**src/hdl/itsc_pkg.sv**
```systemverilog
// itsc_pkg: constants for the interrupt, trap and standby controller.
// assumes sources are numbered in ascending order of service priority.
package itsc_pkg;

  localparam int NSRC        = 13;
  localparam int IDX_W       = 4;
  localparam int ADDR_W      = 16;
  localparam int VEC_W       = 7;
  localparam int CODE_W      = 4;

  typedef logic [NSRC-1:0]   itsc_src_t;
  typedef logic [CODE_W-1:0] itsc_code_t;
  typedef logic [VEC_W-1:0]  itsc_vec_t;
  typedef logic [ADDR_W-1:0] itsc_addr_t;

  // source index, lowest priority first
  localparam int SRC_SW      = 0;
  localparam int SRC_EXT0    = 1;
  localparam int SRC_DBG     = 2;
  localparam int SRC_EXT1    = 3;
  localparam int SRC_TIMER   = 4;
  localparam int SRC_S2IN    = 5;
  localparam int SRC_S2OUT   = 6;
  localparam int SRC_CPRDY   = 7;
  localparam int SRC_CPOVF   = 8;
  localparam int SRC_SIN     = 9;
  localparam int SRC_SOUT    = 10;
  localparam int SRC_HIN     = 11;
  localparam int SRC_HOUT    = 12;

  // entry 0 is the rightmost element
  localparam logic [NSRC-1:0][CODE_W-1:0] SRC_CODE = {
    4'h6, 4'h5, 4'h4, 4'h3, 4'h2, 4'h1, 4'he,
    4'hd, 4'hc, 4'h9, 4'h8, 4'h2, 4'h1};
  localparam logic [NSRC-1:0][VEC_W-1:0] SRC_VECTOR = {
    7'h38, 7'h34, 7'h30, 7'h2c, 7'h24, 7'h20, 7'h18,
    7'h14, 7'h10, 7'h04, 7'h42, 7'h01, 7'h02};

  localparam itsc_code_t CODE_NONE   = 4'h0;
  localparam itsc_code_t CODE_UTRAP  = 4'h7;
  localparam itsc_vec_t  VEC_UTRAP   = 7'h46;
  localparam itsc_vec_t  VEC_DTRAP   = 7'h03;

  // ext0, ext1, timer, coproc ready, coproc overflow
  localparam itsc_src_t  W1C_MASK    = 13'h019a;
  localparam itsc_src_t  UNMASKABLE  = 13'h0001;
  localparam itsc_src_t  STATUS_RST  = 13'h0000;
  localparam itsc_addr_t ADDR_RST    = 16'h0000;

  localparam int SYNC_STAGES = 2;
  localparam int TRAP_LAT_CYC = 4;

endpackage

```
**src/hdl/itsc_sel_if.sv**
```systemverilog
// itsc_sel_if: pending sources to the priority selector and its answer.
// assumes one clock domain; the selector is purely combinational.
`timescale 1ns/1ps
interface itsc_sel_if;
  import itsc_pkg::*;
  itsc_src_t        req;
  logic             valid;
  logic [IDX_W-1:0] idx;
  modport arb (input req, output valid, output idx);
  modport ctl (output req, input valid, input idx);
endinterface

```
**src/hdl/itsc_ctrl.sv**
```systemverilog
// itsc_ctrl: interrupt status, vectoring, traps, trap pin and standby.
// assumes core strobes are on I_CLK; ext and trap pins are asynchronous.
`timescale 1ns/1ps
module itsc_ctrl (
  input  wire logic              I_CLK,
  input  wire logic              I_RST_B,
  input  wire itsc_pkg::itsc_src_t I_PERIPH_EVENT,
  input  wire logic              I_EXT0_PIN,
  input  wire logic              I_EXT1_PIN,
  input  wire logic              I_SW_IRQ,
  input  wire itsc_pkg::itsc_src_t I_IRQ_ENABLE,
  input  wire logic              I_STATUS_WR,
  input  wire itsc_pkg::itsc_src_t I_STATUS_WDATA,
  input  wire logic              I_HOST_IN_RD,
  input  wire logic              I_HOST_OUT_WR,
  input  wire logic              I_SER_IN_RD,
  input  wire logic              I_SER_OUT_WR,
  input  wire logic              I_SER2_IN_RD,
  input  wire logic              I_SER2_OUT_WR,
  input  wire logic              I_DBG_RD,
  input  wire logic              I_INSN_DONE,
  input  wire logic              I_INSN_INTERRUPTIBLE,
  input  wire logic              I_INSN_TWO_CYCLE,
  input  wire itsc_pkg::itsc_addr_t I_PC_NEXT,
  input  wire itsc_pkg::itsc_addr_t I_PC_AFTER_NEXT,
  input  wire logic              I_IRETURN,
  input  wire logic              I_BREAKPOINT,
  input  wire logic              I_DBG_TRAP_REQ,
  input  wire logic              I_TRAP_OUT_MODE,
  input  wire logic              I_TRAP_DEBUG_MODE,
  input  wire logic              I_TRAP_PIN,
  input  wire logic              I_SLEEP_SET,
  input  wire logic              I_XFER_BUSY,
  output logic                   O_TRAP_OUT,
  output logic                   O_TRAP_OE,
  output logic                   O_SERVICE_ACK,
  output itsc_pkg::itsc_code_t   O_SOURCE_CODE,
  output itsc_pkg::itsc_src_t    O_IRQ_STATUS,
  output logic                   O_BRANCH,
  output itsc_pkg::itsc_vec_t    O_BRANCH_ADDR,
  output itsc_pkg::itsc_addr_t   O_IRQ_RETURN,
  output logic                   O_ROM_LOW_MAP_FORCE,
  output logic                   O_SLEEP_BIT,
  output logic                   O_STANDBY
);
  import itsc_pkg::*;

  initial begin
    if (SYNC_STAGES + 2 != TRAP_LAT_CYC) begin
      $error("itsc_ctrl: trap latency does not match the pin pipeline");
    end
  end

  // pin synchronisers: stage 1 feeds stage 2 only
  logic [SYNC_STAGES-1:0] ext0_sync_reg;
  logic [SYNC_STAGES-1:0] ext1_sync_reg;
  logic [SYNC_STAGES-1:0] trap_sync_reg;
  logic                   ext0_prev_reg;
  logic                   ext1_prev_reg;
  logic                   trap_prev_reg;
  logic                   ext0_rise;
  logic                   ext1_rise;
  logic                   trap_rise;

  itsc_src_t              status_reg;
  itsc_src_t              status_next;
  itsc_src_t              set_vec;
  itsc_src_t              clr_vec;
  logic [3:0]             ser_pend_reg;
  logic [3:0]             ser_apply;

  logic                   isr_active_reg;
  logic [IDX_W-1:0]       isr_idx_reg;
  logic                   utrap_active_reg;
  logic                   dtrap_active_reg;
  logic                   utrap_pend_reg;
  logic                   dtrap_pend_reg;
  logic                   trap_dir_reg;
  logic                   trap_drive_reg;
  logic                   trap_busy;
  logic                   take_trap;
  logic                   take_user;
  logic                   take_vec;
  logic                   ret_trap;
  logic                   ret_isr;

  logic                   ack_reg;
  itsc_code_t             code_reg;
  logic                   branch_reg;
  itsc_vec_t              branch_addr_reg;
  itsc_addr_t             irq_ret_reg;

  logic                   sleep_reg;
  logic                   armed_reg;
  logic                   standby_reg;
  logic                   wake;

  itsc_sel_if sel_bus ();

  itsc_prio #(.N(NSRC)) u_prio (
    .sel (sel_bus)
  );

  always_ff @(posedge I_CLK or negedge I_RST_B) begin
    if (!I_RST_B) begin
      ext0_sync_reg <= '0;
      ext1_sync_reg <= '0;
      trap_sync_reg <= '0;
      ext0_prev_reg <= 1'b0;
      ext1_prev_reg <= 1'b0;
      trap_prev_reg <= 1'b0;
    end else begin
      ext0_sync_reg <= {ext0_sync_reg[SYNC_STAGES-2:0], I_EXT0_PIN};
      ext1_sync_reg <= {ext1_sync_reg[SYNC_STAGES-2:0], I_EXT1_PIN};
      trap_sync_reg <= {trap_sync_reg[SYNC_STAGES-2:0], I_TRAP_PIN};
      ext0_prev_reg <= ext0_sync_reg[SYNC_STAGES-1];
      ext1_prev_reg <= ext1_sync_reg[SYNC_STAGES-1];
      trap_prev_reg <= trap_sync_reg[SYNC_STAGES-1];
    end
  end

  assign ext0_rise = ext0_sync_reg[SYNC_STAGES-1] & ~ext0_prev_reg;
  assign ext1_rise = ext1_sync_reg[SYNC_STAGES-1] & ~ext1_prev_reg;
  // pin forces trap
  // our own drive is not a request while the pin is an output
  assign trap_rise = trap_sync_reg[SYNC_STAGES-1] & ~trap_prev_reg
                   & ~trap_dir_reg;

  always_comb begin
    set_vec = I_PERIPH_EVENT;
    set_vec[SRC_EXT0] = I_PERIPH_EVENT[SRC_EXT0] | ext0_rise;
    set_vec[SRC_EXT1] = I_PERIPH_EVENT[SRC_EXT1] | ext1_rise;
    set_vec[SRC_SW] = I_PERIPH_EVENT[SRC_SW] | I_SW_IRQ;
  end

  // delayed serial clear
  // the accessing instruction's own completion does not count
  assign ser_apply = ser_pend_reg & {4{I_INSN_DONE}};

  always_ff @(posedge I_CLK or negedge I_RST_B) begin
    if (!I_RST_B) begin
      ser_pend_reg <= 4'h0;
    end else begin
      ser_pend_reg <= (ser_pend_reg & ~ser_apply)
                    | {I_SER_OUT_WR, I_SER_IN_RD,
                       I_SER2_OUT_WR, I_SER2_IN_RD};
    end
  end

  always_comb begin
    clr_vec = '0;
    if (I_STATUS_WR) begin
      clr_vec = I_STATUS_WDATA & W1C_MASK;
    end
    clr_vec[SRC_HIN] = I_HOST_IN_RD;
    clr_vec[SRC_HOUT] = I_HOST_OUT_WR;
    clr_vec[SRC_DBG] = I_DBG_RD;
    clr_vec[SRC_S2IN] = ser_apply[0];
    clr_vec[SRC_S2OUT] = ser_apply[1];
    clr_vec[SRC_SIN] = ser_apply[2];
    clr_vec[SRC_SOUT] = ser_apply[3];
    if (ret_isr && W1C_MASK[isr_idx_reg]) begin
      clr_vec[isr_idx_reg] = 1'b1;
    end
    // software request is consumed when it is vectored
    if (take_vec && sel_bus.idx == IDX_W'(SRC_SW)) begin
      clr_vec[SRC_SW] = 1'b1;
    end
    // a new event in the clearing cycle survives
    status_next = (status_reg & ~clr_vec) | set_vec;
  end

  always_ff @(posedge I_CLK or negedge I_RST_B) begin
    if (!I_RST_B) begin
      status_reg <= STATUS_RST;
    end else begin
      status_reg <= status_next;
    end
  end

  assign sel_bus.req = status_reg & (I_IRQ_ENABLE | UNMASKABLE);

  assign trap_busy = utrap_active_reg | dtrap_active_reg;
  assign take_trap = (utrap_pend_reg | dtrap_pend_reg) & ~trap_busy
                   & (I_INSN_DONE | standby_reg);
  assign take_user = take_trap & utrap_pend_reg;
  assign take_vec = sel_bus.valid & I_INSN_DONE & I_INSN_INTERRUPTIBLE
                  & ~isr_active_reg & ~trap_busy & ~standby_reg
                  & ~utrap_pend_reg & ~dtrap_pend_reg;
  assign ret_trap = I_IRETURN & trap_busy;
  assign ret_isr = I_IRETURN & ~trap_busy & isr_active_reg;

  always_ff @(posedge I_CLK or negedge I_RST_B) begin
    if (!I_RST_B) begin
      utrap_pend_reg <= 1'b0;
      dtrap_pend_reg <= 1'b0;
    end else if (take_trap) begin
      utrap_pend_reg <= 1'b0;
      dtrap_pend_reg <= 1'b0;
    end else if (!trap_busy) begin
      if (trap_rise && !I_TRAP_DEBUG_MODE) begin
        utrap_pend_reg <= 1'b1;
      end
      if ((trap_rise && I_TRAP_DEBUG_MODE) || I_BREAKPOINT
          || I_DBG_TRAP_REQ) begin
        dtrap_pend_reg <= 1'b1;
      end
    end
  end

  always_ff @(posedge I_CLK or negedge I_RST_B) begin
    if (!I_RST_B) begin
      utrap_active_reg <= 1'b0;
      dtrap_active_reg <= 1'b0;
    end else if (take_trap) begin
      utrap_active_reg <= take_user;
      dtrap_active_reg <= ~take_user;
    end else if (ret_trap) begin
      utrap_active_reg <= 1'b0;
      dtrap_active_reg <= 1'b0;
    end
  end

  always_ff @(posedge I_CLK or negedge I_RST_B) begin
    if (!I_RST_B) begin
      trap_dir_reg <= 1'b0;
      trap_drive_reg <= 1'b0;
    end else begin
      trap_dir_reg <= I_TRAP_OUT_MODE;
      if (I_BREAKPOINT && trap_dir_reg) begin
        trap_drive_reg <= 1'b1;
      end else if (ret_trap || !trap_dir_reg) begin
        trap_drive_reg <= 1'b0;
      end
    end
  end

  assign O_TRAP_OE = trap_dir_reg;
  assign O_TRAP_OUT = trap_drive_reg;

  always_ff @(posedge I_CLK or negedge I_RST_B) begin
    if (!I_RST_B) begin
      isr_active_reg <= 1'b0;
      isr_idx_reg <= '0;
    end else if (take_vec) begin
      isr_active_reg <= 1'b1;
      isr_idx_reg <= sel_bus.idx;
    end else if (ret_isr) begin
      isr_active_reg <= 1'b0;
    end
  end

  // pin to branch in four edges
  always_ff @(posedge I_CLK or negedge I_RST_B) begin
    if (!I_RST_B) begin
      branch_reg <= 1'b0;
      branch_addr_reg <= '0;
    end else begin
      branch_reg <= take_trap | take_vec;
      if (take_trap) begin
        branch_addr_reg <= take_user ? VEC_UTRAP : VEC_DTRAP;
      end else if (take_vec) begin
        branch_addr_reg <= SRC_VECTOR[sel_bus.idx];
      end
    end
  end

  always_ff @(posedge I_CLK or negedge I_RST_B) begin
    if (!I_RST_B) begin
      ack_reg <= 1'b0;
      code_reg <= CODE_NONE;
    end else if (take_trap && take_user) begin
      ack_reg <= 1'b1;
      code_reg <= CODE_UTRAP;
    end else if (take_vec) begin
      ack_reg <= 1'b1;
      code_reg <= SRC_CODE[sel_bus.idx];
    end else if (I_IRETURN && utrap_active_reg) begin
      ack_reg <= isr_active_reg;
      code_reg <= isr_active_reg ? SRC_CODE[isr_idx_reg] : CODE_NONE;
    end else if (ret_isr) begin
      ack_reg <= 1'b0;
      code_reg <= CODE_NONE;
    end
  end

  always_ff @(posedge I_CLK or negedge I_RST_B) begin
    if (!I_RST_B) begin
      irq_ret_reg <= ADDR_RST;
    end else if (take_trap || take_vec) begin
      irq_ret_reg <= I_PC_NEXT;
    end else if (I_INSN_DONE && !isr_active_reg && !trap_busy) begin
      irq_ret_reg <= I_INSN_TWO_CYCLE ? I_PC_NEXT : I_PC_AFTER_NEXT;
    end
  end

  // first interrupt wakes
  // a trap also ends standby, else its handler could never run
  assign wake = standby_reg & ((|set_vec) | take_trap);

  always_ff @(posedge I_CLK or negedge I_RST_B) begin
    if (!I_RST_B) begin
      sleep_reg <= 1'b0;
      armed_reg <= 1'b0;
      standby_reg <= 1'b0;
    end else if (wake) begin
      sleep_reg <= 1'b0;
      armed_reg <= 1'b0;
      standby_reg <= 1'b0;
    end else if (I_SLEEP_SET) begin
      sleep_reg <= 1'b1;
      armed_reg <= 1'b0;
    end else if (sleep_reg && !standby_reg) begin
      if (I_INSN_DONE) begin
        armed_reg <= 1'b1;
      end
      if (armed_reg && !I_XFER_BUSY) begin
        standby_reg <= 1'b1;
      end
    end
  end

  assign O_ROM_LOW_MAP_FORCE = dtrap_active_reg;

  assign O_SERVICE_ACK = ack_reg;
  assign O_SOURCE_CODE = code_reg;
  assign O_IRQ_STATUS = status_reg;
  assign O_BRANCH = branch_reg;
  assign O_BRANCH_ADDR = branch_addr_reg;
  assign O_IRQ_RETURN = irq_ret_reg;
  assign O_SLEEP_BIT = sleep_reg;
  assign O_STANDBY = standby_reg;

endmodule

```
**src/hdl/itsc_prio.sv**
```systemverilog
// itsc_prio: picks the highest-index pending source.
// assumes req already holds status gated by the enables.
`timescale 1ns/1ps
module itsc_prio #(
  parameter int N = itsc_pkg::NSRC
) (
  itsc_sel_if.arb sel
);
  import itsc_pkg::*;

  logic [N:0]   above;
  logic [N-1:0] grant;

  initial begin
    if (N < 1 || N > (1 << IDX_W)) begin
      $error("itsc_prio: source count out of range");
    end
  end

  assign above[N] = 1'b0;

  genvar g;
  generate
    for (g = 0; g < N; g++) begin : g_chain
      assign above[g] = above[g+1] | sel.req[g];
      assign grant[g] = sel.req[g] & ~above[g+1];
    end
  endgenerate

  always_comb begin
    sel.idx = '0;
    for (int i = 0; i < N; i++) begin
      if (grant[i]) begin
        sel.idx = IDX_W'(i);
      end
    end
  end

  assign sel.valid = above[0];

endmodule

```
**config.mk**
```make
export PLATFORM = sky130hd
export DESIGN_NAME = itsc_ctrl
export DESIGN_NICKNAME = d
export VERILOG_FILES = /design/src/hdl/itsc_pkg.sv /design/src/hdl/itsc_sel_if.sv /design/src/hdl/itsc_ctrl.sv /design/src/hdl/itsc_prio.sv
export SDC_FILE = /design/constraint.sdc
export NUM_CORES = 1
export LEC_CHECK = 0
export ABC_AREA = 1
export BUFFER_PORTS_ARGS = -buffer_cell sky130_fd_sc_hd__buf_2
export CORE_UTILIZATION = 50
export CTS_CLUSTER_DIAMETER = 60
export DETAILED_ROUTE_END_ITERATION = 8
export PLACE_DENSITY = 0.83
export SYNTH_ARGS = -nofsm -noshare
export SYNTH_HDL_FRONTEND = slang
export SYNTH_HIERARCHICAL = 1
export SYNTH_SLANG_ARGS = --single-unit
```
**constraint.sdc**
```tcl
create_clock -name I_CLK -period 2.6 [get_ports I_CLK]
set_input_delay 0.13 -clock I_CLK [delete_from_list [all_inputs] [get_ports I_CLK]]
set_output_delay 0.13 -clock I_CLK [all_outputs]
set_load 0.02 [all_outputs]
```
==> impl_metrics.sql <==
INSERT INTO impl_metrics (metric_group, metric, value, unit) VALUES
('route', 'routed-via-count', '4086', ''),
('layout', 'layout-area-overhead-vs-synth', '25.96', '%'),
('layout', 'fraction_of_final_layout_cells_sized_beyond_drive_strength_1', '25.87', '%'),
('global_route', 'first_global_vias', '3888', ''),
('clock_tree', 'cts.clk_slew.worst_paths', '0.07', 'ns'),
('flow_run', 'max-cap-violations', '0', ''),
('timing', 'finalSetupViolations', '0', ''),
('layout', 'finalNetCount', '792', ''),
('floorplanning', 'floorplan.rows', '32', ''),
('critical_path', 'path_max_fanout', '9', ''),
('critical_path', 'timing.critical_path.from', 'O_IRQ_STATUS[11]$_DFF_PN0_', ''),
('power_and_ir_drop', 'p_leak', '2.842', 'nW'),
('critical_path', 'critical_path.cell_chain', 'nand2_1 > inv_1 > nor2_2 > nand4_4 > nor3_2 > nand2_1 > nand3_1 > nor2_1 > nand2_1 > inv_1 > ha_1 > nand2_1 > o21ai_0 > nand2_1 > nand2_1 > nand2_1 > nand4_2', ''),
('critical_path', 'worst_ep_required_time', '2.82', 'ns'),
('power_and_ir_drop', 'vdd_drop_max', '0.5683', 'mV'),
('synth', 'share_of_the_synthesized_area_in_the_top_cell_type', '43.59', '%'),
('clock_tree', 'postCtsResizedCells', '0', ''),
('layout', 'layout_commonest_cell', 'nand2_1', ''),
('critical_path', 'crit_slowest_cell', 'dfrtp_1', ''),
('layout', 'antenna_diode_count', '0', ''),
('route', 'wirelength', '10.40', 'mm'),
('timing', 'final_max_slew_viol_count', '0', ''),
('timing', 'min_period', '2.338', 'ns'),
('timing', 'slew_at_the_pin_closest_to_its_max_slew_limit', '0.7570', 'ns'),
('synth', 'number_of_flip_flops_and_latches_in_the_synthesized_netlist', '69', ''),
('critical_path', 'crit_path_max_incr_delay', '0.40', 'ns'),
('timing', 'whs', '0.01162', 'ns'),
('clock_tree', 'cts_made_buffers', '9', ''),
('layout', 'layout_common_cells', 'nand2_1, buf_2, inv_1, dfrtp_1, o21ai_0', ''),
('clock_tree', 'cts_tree', 'yes', ''),
('critical_path', 'crit-reg2reg-launch', 'O_IRQ_STATUS[11]$_DFF_PN0_', ''),
('layout', 'fillerInstances', '698', ''),
('route', 'drc_errors', '0', ''),
('synth', 'synth_compound_area_share', '11.34', '%'),
('synth', 'yosys-mux-area-fraction', '0', '%'),
('synth', 'postSynthAreaPerCell', '7.322', 'um^2'),
('critical_path', 'crit_path_frequent_cell', 'nand2_1', ''),
('critical_path', 'path_delay_family', 'simple AND/OR/NAND/NOR gates', ''),
('route', 'iteration_0_drc_count_of_the_detailed_router', '356', ''),
('synth', 'postSynthCellCount', '541', ''),
('status', 'status', 'complete, no violations', ''),
('synth', 'ys_top_cells_by_area', 'dfrtp_1, nand2_1, inv_1, o21ai_0, nand3_1', ''),
('worst_hold_path', 'hp-start', 'I_PERIPH_EVENT[8]', ''),
('placed_design', 'routabilityCongestion', '0.8643', ''),
('critical_path', 'setup.worst_path.class', 'reg -> reg', ''),
('placed_design', 'portBuffers', '132', ''),
('route', 'vias_per_instance', '5.146', ''),
('synth', 'nets_in_the_synthesized_netlist', '644', ''),
('floorplanning', 'dieArea', '8283', 'um^2'),
('timing', 'setup_total_negative_slack', '0', 'ns'),
('layout', 'largest_register_ffs', '16', ''),
('synth', 'yosysWarningCount', '6', ''),
('critical_path', 'crit_path_start_kind', 'register', ''),
('synth', 'netlist.top_cell.by_area', 'dfrtp_1', ''),
('timing', 'period_share', '89.93', '%'),
('timing', 'fmax', '427.7', 'MHz'),
('timing', 'timing.max_slew.rel_slack', '49.54', '%'),
('floorplanning', 'initial_utilization', '51.53', '%'),
('critical_path', 'timing.critical_path.buf_inv', '2', ''),
('synth', 'ys_seq_area_share', '43.59', '%'),
('synth', 'syn-cell-area', '3961', 'um^2'),
('synth', 'synth.distinct_cells', '36', ''),
('clock_tree', 'clock_tree.root_cell', 'clkbuf_8', ''),
('floorplanning', 'chipWidth', '91.01', 'um'),
('route', 'dr.pass1.iters', '5', ''),
('global_route', 'grt_max_degree', '33', ''),
('global_route', 'grt_antenna_before_repair', '0', ''),
('clock_tree', 'htree_num_levels', '3', ''),
('clock_tree', 'post_cts_setup_driven_buffer_insertion_count', '0', ''),
('route', 'detail-route-antenna-nets', '0', ''),
('clock_tree', 'cts.sinks', '69', '');
## cells by family after synthesis
| kind of cell | Yosys count |
|---|---|
| compound gates | 80 |
| fa+ha+maj | 8 |
| buf+inv | 94 |
| flops | 69 |
| simple gates | 290 |
## where the power goes
| part | switching, mW | total [mW] | internal, mW |
|---|---|---|---|
| Sequential | 0.219 | 1.60 | 1.38 |
| Combinational | 1.38 | 2.05 | 0.667 |
| Clock | 0.377 | 0.763 | 0.385 |
| Total | 1.98 | 4.42 | 2.44 |
## through the flow
stage	power (mW)	setup WS, ns	std cells	cell area, um^2	util (%)
floorplan	3.115	0.4857	541	3961	-
global route	4.771	0.04164	794	4990	64.91
global placement	3.579	0.3753	763	4654	60.55
CTS	4.442	0.2744	794	4990	64.91
finish	4.417	0.2619	794	4990	64.91
detailed placement	3.652	0.3108	763	4654	60.55
## what timing repair did
action / in CTS / in global routing
setup endpoints to repair: 0 / 0
hold endpoints to repair: 45 / 0
hold buffers: 17 / 0
## metal layers
metal | track usage [%] | share of wire, %
met2 | 45.71 | 50
met1 | 33.72 | 41
met3 | 4.523 | 5.7
met4 | 12.17 | 2.9
met5 | 0 | 0
## synthesized netlist by cell type, drive strengths merged
cell type,instances
nand2,200
inv,79
dfrtp,69
o21ai,55
nor2,42
nand3,32
buf,12
a21oi,11
o21bai,10
ha,8
nand4,8
nor3,4
clkbuf,3
a21boi,1
a22oi,1
and3,1
nand3b,1
nor3b,1
nor4,1
o211ai,1
o22ai,1
## layout make-up
class / count / area (um^2) / share of cell area, %
multi-input combinational: 378 / 1821 / 36.48
inverter: 79 / 296.5 / 5.943
timing repair buffer: 152 / 853.3 / 17.10
clock inverter: 2 / 10.01 / 0.2006
tap: 102 / 127.6 / 2.558
sequential: 69 / 1727 / 34.60
clock buffer: 12 / 155.1 / 3.109
## worst paths after layout
path,end,slack [ns],cells after the start
min in group asynchronous,O_IRQ_RETURN[9]$_DFFE_PN0P_,0.40,2
worst max-delay path,O_SOURCE_CODE[1]$_DFFE_PN0P_,0.26,17
max in group asynchronous,O_BRANCH_ADDR[5]$_DFFE_PN0P_,1.43,3
worst min register to register,trap_sync_reg[1]$_DFF_PN0_,0.35,0
worst max register to register,O_SOURCE_CODE[1]$_DFFE_PN0P_,0.26,17
worst min-delay path,O_IRQ_STATUS[8]$_DFF_PN0_,0.01,2
Note: power is estimated with default switching activity, not from simulation.
